File: src/pkg/sbd_pkg.sv
// Constants, encodings and types for the system-control and block-copy execute unit
package sbd_pkg;
  localparam int ADDR_W = 24;
  localparam int DATA_W = 16;
  localparam int FLAG_W = 8;
  localparam int XREG_W = 32;
  // Instruction field positions
  localparam int OPF_HI = 15;
  localparam int OPF_LO = 12;
  localparam int SUB_HI = 11;
  localparam int SUB_LO = 8;
  localparam int RA_HI = 6;
  localparam int RA_LO = 4;
  localparam int RD_HI = 3;
  localparam int RD_LO = 0;
  localparam int BK_HI = 11;
  localparam int BK_LO = 10;
  localparam int BINV_POS = 9;
  localparam int BNUM_HI = 2;
  localparam int BNUM_LO = 0;
  localparam int VEC_HI = 5;
  localparam int VEC_LO = 4;
  // Major operation codes (first field)
  localparam logic [3:0] OPC_SYS = 4'h0;
  localparam logic [3:0] OPC_BRANCH8 = 4'h4;
  localparam logic [3:0] OPC_BRANCH16 = 4'h5;
  localparam logic [3:0] OPC_BITOP = 4'h7;
  // Second operation field of the system group
  localparam logic [3:0] SUB_NO_OP = 4'h0;
  localparam logic [3:0] SUB_TRAP = 4'h1;
  localparam logic [3:0] SUB_RETURN = 4'h2;
  localparam logic [3:0] SUB_SLEEP = 4'h3;
  localparam logic [3:0] SUB_FLAGS_AND = 4'h4;
  localparam logic [3:0] SUB_FLAGS_OR = 4'h5;
  localparam logic [3:0] SUB_FLAGS_XOR = 4'h6;
  localparam logic [3:0] SUB_LDF_REG = 4'h7;
  localparam logic [3:0] SUB_STF_REG = 4'h8;
  localparam logic [3:0] SUB_LDF_MEM = 4'h9;
  localparam logic [3:0] SUB_STF_MEM = 4'hA;
  localparam logic [3:0] SUB_BLK_BYTE = 4'hB;
  localparam logic [3:0] SUB_BLK_WORD = 4'hC;
  localparam logic [3:0] SUB_LDF_ABS = 4'hD;
  // Bit operation kinds
  localparam logic [1:0] BIT_SET = 2'h0;
  localparam logic [1:0] BIT_CLEAR = 2'h1;
  localparam logic [1:0] BIT_INVERT = 2'h2;
  localparam logic [1:0] BIT_CARRY = 2'h3;
  // Flags register layout and reset value
  localparam int FLAG_C = 0;
  localparam int FLAG_V = 1;
  localparam int FLAG_Z = 2;
  localparam int FLAG_N = 3;
  localparam int FLAG_I = 7;
  localparam logic [7:0] FLAGS_RESET = 8'h80;
  // Program counter start and trap vector area
  localparam logic [23:0] RESET_PC = 24'h000100;
  localparam logic [23:0] TRAP_BASE = 24'h000020;
  localparam logic [23:0] PC_STEP = 24'h000002;
  // Block copy register assignment
  localparam logic [2:0] BLK_CNT_REG = 3'h4;
  localparam logic [2:0] BLK_SRC_REG = 3'h5;
  localparam logic [2:0] BLK_DST_REG = 3'h6;
  localparam logic [1:0] EXT_ABS_WORDS = 2'h2;
  localparam logic [1:0] EXT_DISP_WORDS = 2'h1;

  typedef enum logic [3:0] {
    K_NO_OP = 4'h0,
    K_TRAP = 4'h1,
    K_RETURN = 4'h2,
    K_SLEEP = 4'h3,
    K_FLAG_LOGIC = 4'h4,
    K_LDF_REG = 4'h5,
    K_STF_REG = 4'h6,
    K_LDF_MEM = 4'h7,
    K_STF_MEM = 4'h8,
    K_LDF_ABS = 4'h9,
    K_BLOCK = 4'hA,
    K_BRANCH = 4'hB,
    K_BITOP = 4'hC,
    K_ILLEGAL = 4'hD
  } sbd_kind_t;

  typedef enum logic [8:0] {
    ST_FETCH = 9'h001,
    ST_DEC = 9'h002,
    ST_EXT = 9'h004,
    ST_EXEC = 9'h008,
    ST_MRD = 9'h010,
    ST_MWR = 9'h020,
    ST_BRD = 9'h040,
    ST_BWR = 9'h080,
    ST_SLEEP = 9'h100
  } sbd_state_t;
endpackage

File: src/pkg/sbd_dec_if.sv
// Carrier between the execute unit and its field decoder
`timescale 1ns/10ps
interface sbd_dec_if;
  import sbd_pkg::*;
  logic [15:0] instr;
  logic [7:0] flags;
  sbd_kind_t kind;
  logic [2:0] reg_a;
  logic [3:0] reg_d;
  logic [7:0] imm8;
  logic [1:0] logic_op;
  logic [1:0] trap_vec;
  logic [1:0] ext_words;
  logic block_word;
  logic branch_long;
  logic branch_take;
  logic [1:0] bit_kind;
  logic bit_inv;
  logic [2:0] bit_num;
  modport ctrl(output instr, flags, input kind, reg_a, reg_d, imm8, logic_op, trap_vec,
    ext_words, block_word, branch_long, branch_take, bit_kind, bit_inv, bit_num);
  modport dec(input instr, flags, output kind, reg_a, reg_d, imm8, logic_op, trap_vec,
    ext_words, block_word, branch_long, branch_take, bit_kind, bit_inv, bit_num);
endinterface

File: src/sbd_core.sv
// Execute unit for system control, flags, bit and block-copy instructions
// Summary of operation
// - Software trap saves state and jumps into the trap vector area.
// - Exception return restores saved program counter and flags.
// - Sleep instruction enters the power-down state.
// - Load-flags copies source into flags; memory source read as a word.
// - Store-flags copies flags out; memory destination written as a word.
// - Flags AND immediate byte replaces the flags.
// - Flags OR immediate byte replaces the flags.
// - Flags XOR immediate byte replaces the flags.
// - No-operation only advances the program counter by two.
// - Block copy uses register 4 count, 5 source, 6 destination.
// - Copy byte, bump both pointers, decrement count until zero; zero copies nothing.
// - Next instruction is fetched as soon as the copy ends.
// - Instructions are whole 16-bit words, extensions fetched as words.
// - Operation field is always the first four bits.
// - Address registers use three bits, data registers three or four.
// - Extensions are 16 or 32 bits; 24-bit values drop top byte.
// - Condition field is decoded only for conditional branches.
// - Bit set, clear, invert and carry stores read, modify, write a byte.
// - Branch taken only when its selected flag condition holds.
`timescale 1ns/10ps
module sbd_core #(
  parameter int REG_COUNT = 8
) (
  input wire logic core_clk_i,
  input wire logic rst_n_i,
  output logic mem_req_o,
  output logic mem_we_o,
  output logic mem_byte_o,
  output logic [sbd_pkg::ADDR_W-1:0] mem_addr_o,
  output logic [sbd_pkg::DATA_W-1:0] mem_wdata_o,
  input wire logic mem_ack_i,
  input wire logic [sbd_pkg::DATA_W-1:0] mem_rdata_i,
  input wire logic wake_i,
  output logic sleeping_o,
  output logic [sbd_pkg::FLAG_W-1:0] flags_o,
  output logic [sbd_pkg::ADDR_W-1:0] pc_o
);
  import sbd_pkg::*;

  if (REG_COUNT != 8) begin : g_bad_count
    $error("REG_COUNT must be 8");
  end

  logic rst_meta_n;
  logic rst_n;
  logic wake_meta;
  logic wake_s;
  sbd_state_t state;
  sbd_state_t next_state;
  logic [15:0] ir;
  logic [15:0] next_ir;
  logic [31:0] ext;
  logic [31:0] next_ext;
  logic [1:0] ext_cnt;
  logic [1:0] next_ext_cnt;
  logic [23:0] pc;
  logic [23:0] next_pc;
  logic [7:0] flags;
  logic [7:0] next_flags;
  logic [23:0] saved_pc;
  logic [23:0] next_saved_pc;
  logic [7:0] saved_flags;
  logic [7:0] next_saved_flags;
  logic [23:0] ea;
  logic [23:0] next_ea;
  logic [15:0] mdata;
  logic [15:0] next_mdata;
  logic blk_word;
  logic next_blk_word;
  logic reg_we;
  logic [2:0] reg_waddr;
  logic [31:0] reg_wdata;
  logic blk_step;
  logic [31:0] regs [REG_COUNT];
  logic [31:0] reg_next [REG_COUNT];
  logic [23:0] next_bus_addr;
  logic next_bus_we;
  logic next_bus_byte;

  sbd_dec_if dif ();
  sbd_field_decode u_dec (
    .d(dif.dec)
  );
  assign dif.instr = ir;
  assign dif.flags = flags;

  // Release of reset and wake pin through two flip-flops each
  always_ff @(posedge core_clk_i or negedge rst_n_i) begin
    if (!rst_n_i) begin
      rst_meta_n <= 1'b0;
      rst_n <= 1'b0;
    end else begin
      rst_meta_n <= 1'b1;
      rst_n <= rst_meta_n;
    end
  end

  always_ff @(posedge core_clk_i or negedge rst_n) begin
    if (!rst_n) begin
      wake_meta <= 1'b0;
      wake_s <= 1'b0;
    end else begin
      wake_meta <= wake_i;
      wake_s <= wake_meta;
    end
  end

  // Operand selection
  wire [7:0] rd_full = regs[dif.reg_d[2:0]][7:0];
  wire [7:0] rd_high = regs[dif.reg_d[2:0]][15:8];
  wire [7:0] data_byte = dif.reg_d[3] ? rd_high : rd_full;
  wire [31:0] rd_word = regs[dif.reg_d[2:0]];
  wire [31:0] byte_merged = dif.reg_d[3] ? {rd_word[31:16], flags, rd_word[7:0]} :
                                           {rd_word[31:8], flags};
  wire [23:0] areg = regs[dif.reg_a][23:0];
  wire [15:0] blk_cnt = blk_word ? regs[BLK_CNT_REG][15:0] : {8'h00, regs[BLK_CNT_REG][7:0]};
  wire [15:0] dec_cnt = dif.block_word ? regs[BLK_CNT_REG][15:0] :
                                         {8'h00, regs[BLK_CNT_REG][7:0]};
  wire [23:0] disp = dif.branch_long ? {{8{ext[15]}}, ext[15:0]} : {{16{ir[7]}}, ir[7:0]};
  wire [23:0] trap_target = TRAP_BASE + {20'h00000, dif.trap_vec, 2'h0};

  // single-bit modify of the fetched byte
  wire [7:0] bit_mask = 8'h01 << dif.bit_num;
  wire store_one = flags[FLAG_C] ^ dif.bit_inv;
  wire [7:0] rmw_in = mem_rdata_i[7:0];
  wire [7:0] rmw_set = rmw_in | bit_mask;
  wire [7:0] rmw_clr = rmw_in & ~bit_mask;
  wire [7:0] rmw_out = (dif.bit_kind == BIT_SET) ? rmw_set :
                       (dif.bit_kind == BIT_CLEAR) ? rmw_clr :
                       (dif.bit_kind == BIT_INVERT) ? (rmw_in ^ bit_mask) :
                       (store_one ? rmw_set : rmw_clr);

  wire [7:0] flag_logic = (dif.logic_op == 2'h0) ? (flags & dif.imm8) :
                          (dif.logic_op == 2'h1) ? (flags | dif.imm8) : (flags ^ dif.imm8);

  // Register file: general write port plus block pointer updates
  generate
    for (genvar g = 0; g < REG_COUNT; g++) begin : g_reg
      localparam logic [2:0] IDX = 3'(g);
      logic [31:0] blk_val;
      if (g == BLK_CNT_REG) begin : g_cnt
        assign blk_val = blk_word ? {regs[g][31:16], regs[g][15:0] - 16'h0001} :
                                    {regs[g][31:8], regs[g][7:0] - 8'h01};
      end else if (g == BLK_SRC_REG || g == BLK_DST_REG) begin : g_ptr
        assign blk_val = regs[g] + 32'h00000001;
      end else begin : g_keep
        assign blk_val = regs[g];
      end
      assign reg_next[g] = blk_step ? blk_val :
                           (reg_we && reg_waddr == IDX) ? reg_wdata : regs[g];
      always_ff @(posedge core_clk_i or negedge rst_n) begin
        if (!rst_n) begin
          regs[g] <= 32'h00000000;
        end else begin
          regs[g] <= reg_next[g];
        end
      end
    end
  endgenerate

  always_comb begin
    next_state = state;
    next_ir = ir;
    next_ext = ext;
    next_ext_cnt = ext_cnt;
    next_pc = pc;
    next_flags = flags;
    next_saved_pc = saved_pc;
    next_saved_flags = saved_flags;
    next_ea = ea;
    next_mdata = mdata;
    next_blk_word = blk_word;
    reg_we = 1'b0;
    reg_waddr = 3'h0;
    reg_wdata = 32'h00000000;
    blk_step = 1'b0;
    case (state)
      ST_FETCH: begin
        if (mem_ack_i) begin
          next_ir = mem_rdata_i;
          next_pc = pc + PC_STEP;
          next_state = ST_DEC;
        end
      end
      ST_DEC: begin
        next_ext = 32'h00000000;
        next_ext_cnt = dif.ext_words;
        next_state = (dif.ext_words != 2'h0) ? ST_EXT : ST_EXEC;
      end
      ST_EXT: begin
        if (mem_ack_i) begin
          next_ext = {ext[15:0], mem_rdata_i};
          next_pc = pc + PC_STEP;
          next_ext_cnt = ext_cnt - 2'h1;
          if (ext_cnt == 2'h1) begin
            next_state = ST_EXEC;
          end
        end
      end
      ST_EXEC: begin
        next_state = ST_FETCH;
        case (dif.kind)
          K_TRAP, K_ILLEGAL: begin
            next_saved_pc = pc;
            next_saved_flags = flags;
            next_flags[FLAG_I] = 1'b1;
            next_pc = trap_target;
          end
          K_RETURN: begin
            next_pc = saved_pc;
            next_flags = saved_flags;
          end
          K_SLEEP: next_state = ST_SLEEP;
          K_FLAG_LOGIC: next_flags = flag_logic;
          K_LDF_REG: next_flags = data_byte;
          K_STF_REG: begin
            reg_we = 1'b1;
            reg_waddr = dif.reg_d[2:0];
            reg_wdata = byte_merged;
          end
          K_LDF_MEM: begin
            next_ea = {areg[23:1], 1'b0};
            next_state = ST_MRD;
          end
          // 24-bit address from a 32-bit extension
          K_LDF_ABS: begin
            next_ea = {ext[23:1], 1'b0};
            next_state = ST_MRD;
          end
          K_STF_MEM: begin
            next_ea = {areg[23:1], 1'b0};
            next_mdata = {8'h00, flags};
            next_state = ST_MWR;
          end
          K_BLOCK: begin
            next_blk_word = dif.block_word;
            next_state = (dec_cnt == 16'h0000) ? ST_FETCH : ST_BRD;
          end
          K_BRANCH: begin
            if (dif.branch_take) begin
              next_pc = pc + disp;
            end
          end
          K_BITOP: begin
            next_ea = areg;
            next_state = ST_MRD;
          end
          default: next_state = ST_FETCH;
        endcase
      end
      ST_MRD: begin
        if (mem_ack_i) begin
          if (dif.kind == K_BITOP) begin
            next_mdata = {8'h00, rmw_out};
            next_state = ST_MWR;
          end else begin
            next_flags = mem_rdata_i[7:0];
            next_state = ST_FETCH;
          end
        end
      end
      ST_MWR: begin
        if (mem_ack_i) begin
          next_state = ST_FETCH;
        end
      end
      ST_BRD: begin
        if (mem_ack_i) begin
          next_mdata = {8'h00, mem_rdata_i[7:0]};
          next_state = ST_BWR;
        end
      end
      ST_BWR: begin
        // step pointers, end straight into fetch
        if (mem_ack_i) begin
          blk_step = 1'b1;
          next_state = (blk_cnt == 16'h0001) ? ST_FETCH : ST_BRD;
        end
      end
      ST_SLEEP: begin
        if (wake_s) begin
          next_state = ST_FETCH;
        end
      end
      default: next_state = ST_FETCH;
    endcase
  end

  // Bus address and kind follow the state being entered, so they are stable with the request
  always_comb begin
    next_bus_addr = next_pc;
    next_bus_we = 1'b0;
    next_bus_byte = 1'b0;
    case (next_state)
      ST_MRD: begin
        next_bus_addr = next_ea;
        next_bus_byte = (dif.kind == K_BITOP);
      end
      ST_MWR: begin
        next_bus_addr = next_ea;
        next_bus_we = 1'b1;
        next_bus_byte = (dif.kind == K_BITOP);
      end
      ST_BRD: begin
        next_bus_addr = reg_next[BLK_SRC_REG][23:0];
        next_bus_byte = 1'b1;
      end
      ST_BWR: begin
        next_bus_addr = reg_next[BLK_DST_REG][23:0];
        next_bus_we = 1'b1;
        next_bus_byte = 1'b1;
      end
      default: next_bus_addr = next_pc;
    endcase
  end

  always_ff @(posedge core_clk_i or negedge rst_n) begin
    if (!rst_n) begin
      state <= ST_FETCH;
      ir <= 16'h0000;
      ext <= 32'h00000000;
      ext_cnt <= 2'h0;
      pc <= RESET_PC;
      flags <= FLAGS_RESET;
      saved_pc <= RESET_PC;
      saved_flags <= FLAGS_RESET;
      ea <= 24'h000000;
      mdata <= 16'h0000;
      blk_word <= 1'b0;
      mem_addr_o <= RESET_PC;
      mem_we_o <= 1'b0;
      mem_byte_o <= 1'b0;
    end else begin
      state <= next_state;
      ir <= next_ir;
      ext <= next_ext;
      ext_cnt <= next_ext_cnt;
      pc <= next_pc;
      flags <= next_flags;
      saved_pc <= next_saved_pc;
      saved_flags <= next_saved_flags;
      ea <= next_ea;
      mdata <= next_mdata;
      blk_word <= next_blk_word;
      mem_addr_o <= next_bus_addr;
      mem_we_o <= next_bus_we;
      mem_byte_o <= next_bus_byte;
    end
  end

  assign mem_req_o = (state == ST_FETCH) || (state == ST_EXT) || (state == ST_MRD) ||
                     (state == ST_MWR) || (state == ST_BRD) || (state == ST_BWR);
  assign mem_wdata_o = mdata;
  assign sleeping_o = (state == ST_SLEEP);
  assign flags_o = flags;
  assign pc_o = pc;
endmodule

File: src/sbd_field_decode.sv
// Instruction field decoder and branch condition evaluator
`timescale 1ns/10ps
module sbd_field_decode (
  sbd_dec_if.dec d
);
  import sbd_pkg::*;
  wire [3:0] opf = d.instr[OPF_HI:OPF_LO];
  wire [3:0] sub = d.instr[SUB_HI:SUB_LO];
  wire fc = d.flags[FLAG_C];
  wire fv = d.flags[FLAG_V];
  wire fz = d.flags[FLAG_Z];
  wire fn = d.flags[FLAG_N];
  // Even condition codes; each odd code is the inverse of its even neighbour
  wire [7:0] cond_even = {~(fz | (fn ^ fv)), ~(fn ^ fv), ~fn, ~fv, ~fz, ~fc, ~(fc | fz), 1'b1};
  wire is_sys = (opf == OPC_SYS);
  wire is_br = (opf == OPC_BRANCH8) || (opf == OPC_BRANCH16);

  assign d.reg_a = d.instr[RA_HI:RA_LO];
  assign d.reg_d = d.instr[RD_HI:RD_LO];
  assign d.imm8 = d.instr[7:0];
  assign d.logic_op = sub[1:0];
  assign d.trap_vec = d.instr[VEC_HI:VEC_LO];
  assign d.block_word = (sub == SUB_BLK_WORD);
  assign d.branch_long = (opf == OPC_BRANCH16);
  assign d.bit_kind = d.instr[BK_HI:BK_LO];
  assign d.bit_inv = d.instr[BINV_POS];
  assign d.bit_num = d.instr[BNUM_HI:BNUM_LO];
  assign d.branch_take = is_br && (cond_even[sub[3:1]] ^ sub[0]);
  assign d.ext_words = (is_sys && sub == SUB_LDF_ABS) ? EXT_ABS_WORDS :
                       (opf == OPC_BRANCH16) ? EXT_DISP_WORDS : 2'h0;

  always_comb begin
    d.kind = K_ILLEGAL;
    if (is_br) begin
      d.kind = K_BRANCH;
    end else if (opf == OPC_BITOP) begin
      d.kind = K_BITOP;
    end else if (is_sys) begin
      case (sub)
        SUB_NO_OP: d.kind = K_NO_OP;
        SUB_TRAP: d.kind = K_TRAP;
        SUB_RETURN: d.kind = K_RETURN;
        SUB_SLEEP: d.kind = K_SLEEP;
        SUB_FLAGS_AND, SUB_FLAGS_OR, SUB_FLAGS_XOR: d.kind = K_FLAG_LOGIC;
        SUB_LDF_REG: d.kind = K_LDF_REG;
        SUB_STF_REG: d.kind = K_STF_REG;
        SUB_LDF_MEM: d.kind = K_LDF_MEM;
        SUB_STF_MEM: d.kind = K_STF_MEM;
        SUB_BLK_BYTE, SUB_BLK_WORD: d.kind = K_BLOCK;
        SUB_LDF_ABS: d.kind = K_LDF_ABS;
        default: d.kind = K_ILLEGAL;
      endcase
    end
  end
endmodule

File: config.mk
export PLATFORM = sky130hd
export DESIGN_NAME = sbd_core
export DESIGN_NICKNAME = d
export VERILOG_FILES = /design/src/pkg/sbd_pkg.sv /design/src/pkg/sbd_dec_if.sv /design/src/sbd_core.sv /design/src/sbd_field_decode.sv
export SDC_FILE = /design/constraint.sdc
export NUM_CORES = 1
export LEC_CHECK = 0
export BUFFER_PORTS_ARGS = -buffer_cell sky130_fd_sc_hd__buf_2
export CORE_MARGIN = 1.5
export CORE_UTILIZATION = 53
export CTS_BUF_LIST = sky130_fd_sc_hd__clkbuf_16
export CTS_CLUSTER_SIZE = 12
export DETAILED_ROUTE_END_ITERATION = 16
export PLACE_DENSITY = 0.68
export SKIP_CTS_REPAIR_TIMING = 1
export SYNTH_ARGS = -nofsm -noshare
export SYNTH_HDL_FRONTEND = slang
export SYNTH_HIERARCHICAL = 1
export SYNTH_SLANG_ARGS = --single-unit
File: constraint.sdc
create_clock -name core_clk_i -period 22.7 [get_ports core_clk_i]
set_input_delay 4.54 -clock core_clk_i [delete_from_list [all_inputs] [get_ports core_clk_i]]
set_output_delay 4.54 -clock core_clk_i [all_outputs]
set_load 0.01 [all_outputs]
[After elaboration in Yosys (flattened, before gate mapping)]
Memories as Yosys holds them, arrays and structs flattened.
Cells that the tools add are included.
W data, S select, Z words.
Storage, ports and cells
  flip-flop bits (word level): 442
  bits in read-only memories: 64
  input port bits: 20
  output and inout port bits: 76
  word-level logic and storage cells: 243
  memories kept: 1
Memory list
  (name not given): depth 16, width 4, read ports 1, clocked after memory_dff 0, write ports 0, RTL line sbd_field_decode.sv:39  | case (sub)
Operators by class
  $add $sub $neg: 8
  $lt $le $gt $ge: 3
  equal/unequal tests: 52
  shifts and indexed selects: 1
  muxes and demuxes: 76
  bitwise logic cells: 22
  reductions and logical operators: 49
Operators with widths (number)
  $mux W32: 10
  $pmux W24 S3: 3
  $bmux W32 S3: 2
  $mux W24: 7
  $mux W16: 8
  $pmux W24 S2: 2
  $pmux W9 S9: 1
  $mux W8: 9
  $mux W9: 8
  $add A32 B1 Y32 const B: 2
  $pmux W16 S3: 1
  $pmux W9 S4: 1
  $eq A4 B4 Y1 const B: 8
  $eq A4 B3 Y1 const B: 7
  $add A24 B2 Y24 const B: 1
  $add A24 B24 Y24: 1
  $reduce_and A2 Y1: 11
  $pmux W7 S3: 1
  $eq A9 B5 Y1 const B: 2
  $eq A9 B6 Y1 const B: 2
  $eq A9 B7 Y1 const B: 2
  $eq A9 B8 Y1 const B: 2
  $and A8 B8 Y8: 2
  $eq A16 B1 Y1 const B: 1
  other kinds (53): 117

[Logic depth before layout (Yosys ltp)]
  depth in word-level cells: 12
  mapped depth: 17
  depth with buffers taken out: 14

[By module]
Netlist, hierarchy kept.
By module, submodules not included
  sbd_core: times used 1, cells an instance 2298, area each 21981.1 µm², sequential area each 9266.4 µm²
  sbd_field_decode: times used 1, cells an instance 72, area each 524.3 µm², sequential area each 0.0 µm²

[Least setup slack after synthesis]
Ideal clock, no wire load.
  kind: input to register
  start point: input mem_ack_i
  end point: register mem_addr_o[12] (netlist name)
  setup time: 0.137 ns
  data arrival time: 6.574 ns
  data required time: 22.563 ns
  path slack: 15.989 ns
  stages: 9
  buffers on the path: 1
  cell sequence: clkbuf_1 -> nor4bb_1 -> nand3_1 -> nor3_1 -> nand3_1 -> mux2_2 -> a21oi_1 -> a221oi_1 -> a21oi_1
RTL lines
  start, declared: RTL line sbd_core.sv:33  | input wire logic mem_ack_i,
  end signal, assigned: RTL line sbd_core.sv:347  | mem_addr_o <= next_bus_addr;
  end, declared: RTL line sbd_core.sv:31  | output logic [sbd_pkg::ADDR_W-1:0] mem_addr_o,

[Worst setup path after layout]
  start point: register state[7]
  end point: output mem_req_o
Between the ends
  cells in the longest elaborated chain, start to end: 6
  elaborated cells between the ends (all ways): 11
  classes of those cells: 6 x eq/ne; 5 x reduce/logical
RTL lines
  start, declared: RTL line sbd_core.sv:50  | sbd_state_t state;
  start signal, assigned: RTL line sbd_core.sv:336  | state <= next_state;
  $eq A9 B1 Y1 or $eq A9 B3 Y1 (tied branches): RTL line sbd_core.sv:353  | assign mem_req_o = (state == ST_FETCH) || (state == ST_EXT) || (state == ST_MRD) ||
  $logic_or A1 B1 Y1 (3 in a row): RTL line sbd_core.sv:353
  $logic_or A1 B1 Y1: RTL line sbd_core.sv:354  | (state == ST_MWR) || (state == ST_BRD) || (state == ST_BWR);
  $logic_or A1 B1 Y1 (*): RTL line sbd_core.sv:354
  end, declared: RTL line sbd_core.sv:28  | output logic mem_req_o,
Mark *: on every way between the ends. The rest lies on a longest branch, timed or not.

==> impl_metrics.env <==
export IMPL_outcome="finished, final reports clean"
export IMPL_dpl_cell_area_sq_mm=0.02302
export IMPL_yosys_warnings=6
export IMPL_synth_most_common_cell="dfrtp_1"
export IMPL_dp_cells=2821
export IMPL_fin_area_sq_mm=0.02442
export IMPL_cts_tree="done"
export IMPL_synth_cell_type_count=94
export IMPL_synth_common_cells="dfrtp_1, nand2_1, o21ai_0"
export IMPL_clk_latency_ns=0.59
export IMPL_place_congestion=0.9911
export IMPL_leakagePower_nw=10.75
export IMPL_die_y_um=209.1
export IMPL_synth_area_sq_mm=0.02251
export IMPL_cts_root_buf="clkbuf_16"
export IMPL_ant_nets=0
export IMPL_clk_pin_slew_worst_paths_ns=0.06
export IMPL_power_mw=2.945
export IMPL_rows=75
export IMPL_first_pass_iters=6
export IMPL_fin_nets=2412
export IMPL_met3_usage_pct=6.808
export IMPL_num_vias=19450
export IMPL_io_pins=96
export IMPL_yosys_area_top_type="dfrtp_1"
export IMPL_yosysSeqAreaShare_pct=41.17
export IMPL_fp_dieArea_sq_mm=0.04371
export IMPL_yosys_top_cells_area="dfrtp_1, mux4_2, nand2_1, o21ai_0, ha_1"
export IMPL_synthCells=2370
export IMPL_fmax_mhz=136.6
export IMPL_htreeDepth=2
export IMPL_wl_per_cell_um=26.17
export IMPL_synth_main_ff_cell="dfrtp_1"
export IMPL_ff_latch_area_sq_mm=0.009278
export IMPL_grt_overflow=0
export IMPL_drt_wl_total_um=75900
export IMPL_start_util_pct=53.65
export IMPL_die_x_um=209.1
export IMPL_grt_pass1_vias=18640
export IMPL_rrSetupSlack_ns=17.66
export IMPL_clock_path_buffers=3
export IMPL_post_route_util_pct=58.22
export IMPL_use_met2_pct=52.97
export IMPL_period_share_pct=32.26
export IMPL_multi_input_area_sq_mm=0.01204
export IMPL_grt_pass1_wl_um=116100
export IMPL_arrival_ns=2.78
export IMPL_r2r_start="dif.instr[9]"
export IMPL_drv_cap=0
export IMPL_clock_skew_ns=0.03986
export IMPL_fin_crit_ns=7.323
export IMPL_critPathCaptureType="primary output"
export IMPL_syn_area_per_cell_sq_um=9.496
export IMPL_synth_edf_count=0
export IMPL_n_antenna_cell=0
export IMPL_maxSlewViolCount=0
export IMPL_worstSetupPathType="register to primary output"
export IMPL_synthArstFlopShare_pct=100.0
export IMPL_nFillCells=3556
export IMPL_first_iter_violations=2544
export IMPL_grt_util_all_layers_pct=35.02
export IMPL_endpoint="mem_req_o"
export IMPL_critPathRequiredTime_ns=18.16
export IMPL_ir_drop_mv=0.08423
export IMPL_ys_ff_latch=370
export IMPL_syn2layout_area_growth_pct=8.512
export IMPL_crit_path_start_kind="register"
export IMPL_vias_per_cell=6.705
export IMPL_min_from="rst_meta_n"
export IMPL_busiest_layer="met2"
export IMPL_clock_sinks=370
export IMPL_core_sq_mm=0.04195
export IMPL_hold_path_class="register to register"
export IMPL_crit_path_start="state[7]"
export IMPL_place_hpwl_um=53300
export IMPL_fin_cells=2900
export IMPL_drc_errors=0
export IMPL_setup_tns_ns=0
export IMPL_p_per_area_mw_per_mm2=120.6
export IMPL_grt_antenna_before_repair=1
export IMPL_numCtsBuffers=43
export IMPL_rsz0062_at_grt="false"
export IMPL_worstRegToRegCells=14
export IMPL_hold_violations=0
export IMPL_use_met1_pct=48.66
export IMPL_worstReg2RegEnd="mem_addr_o[12]"
export IMPL_yosysTopAreaCellShare_pct=40.47
export IMPL_relSlewSlack_pct=20.72
export IMPL_cp_max_fo=11
export IMPL_grt_max_degree=156
export IMPL_portBuffers=87
export IMPL_setup_violations_final=0
export IMPL_tightest_slew_ns=1.181
export IMPL_drive_above_1_share_pct=15.54
-- routing by layer --
metal | routed length (um) | up-vias
li1 | - | 8565
met1 | 30900 | 9634
met2 | 33720 | 1047
met3 | 7445 | 197
met4 | 3823 | 2
met5 | 11 | -
-- worst max-delay path, cell delays in order, from the launching register on --
cell	delay (ns)
dfrtp_1	0.50
or3_1	0.58
or3_1	0.52
o211ai_1	0.34
buf_2	0.25
-- state kept, by name (all words and copies together) (netlist names), 2 cells and up --
name         cells
g.blk_val      120
regs            72
ea              24
ext             24
mem_addr_o      24
pc_o            24
saved_pc        24
dif.instr       16
state            9
flags_o          8
mem_wdata_o      8
saved_flags      8
ext_cnt          2
-- cell type report --
class / count / area share (%)
inverters: 65 / 0.9991
multi-input cells: 1716 / 49.28
well taps: 539 / 2.762
clock buffers: 44 / 4.509
clock inverters: 35 / 1.219
repair buffers: 131 / 3.238
flip-flops and latches: 370 / 37.99
-- report_power, final --
part	internal (mW)	total, mW	switching, mW
combinational	0.507	1.30	0.790
clock	0.408	0.698	0.290
sequential	0.768	0.950	0.181
-- per-stage QoR --
step | setup WS [ns] | hold slack, ns
floorplan | 11.63 | 0.3312
global placement | 15.30 | 0.3345
detailed placement | 15.21 | 0.3371
CTS | 15.42 | 0.3462
global route | 15.29 | 0.3571
finish | 15.38 | 0.3431
-- kinds of logic (layout without fill, tap and decap cells) --
family	after synthesis	after routing	synth area share [%]
adders and majority gates	65	65	3.647
and+or+nand+nor	802	802	17.12
xor gates and xnor gates	31	31	1.206
DFF	370	370	41.17
AOI/OAI and AO/OA	620	620	17.57
muxes	189	189	13.66
other	2	9	0.03337
buffers and inverters	291	275	5.593
-- worst min-delay path by stage --
stage               cells after the start  slack, ns  endpoint
finish                                  0       0.34     rst_n
global route                            0       0.36    wake_s
CTS                                     0       0.35     rst_n
detailed placement                      0       0.34     rst_n
global placement                        0       0.33     rst_n
floorplan                               0       0.33     rst_n
-- layout by cell type (no fill, tap or decap), drive strengths merged, types with 9 or more instances in the layout --
master  count
dfrtp     364
nand2     334
o21ai     197
a21oi     144
nor2      136
buf       131
nand3     104
mux4       90
inv        74
ha         64
mux2i      57
clkbuf     44
mux2       42
a211oi     39
o211ai     36
nor3       33
nand4      29
a31oi      26
and3       25
and2       23
a21o       21
or3        19
and4       18
clkinv     18
a22o       17
xnor2      16
a22oi      16
xor2       15
nand2b     15
nor2b      14
a221oi     14
o22ai      11
nor4       11
o31ai      10
conb        9
or4         9
Power figures use the tool's default switching activity.
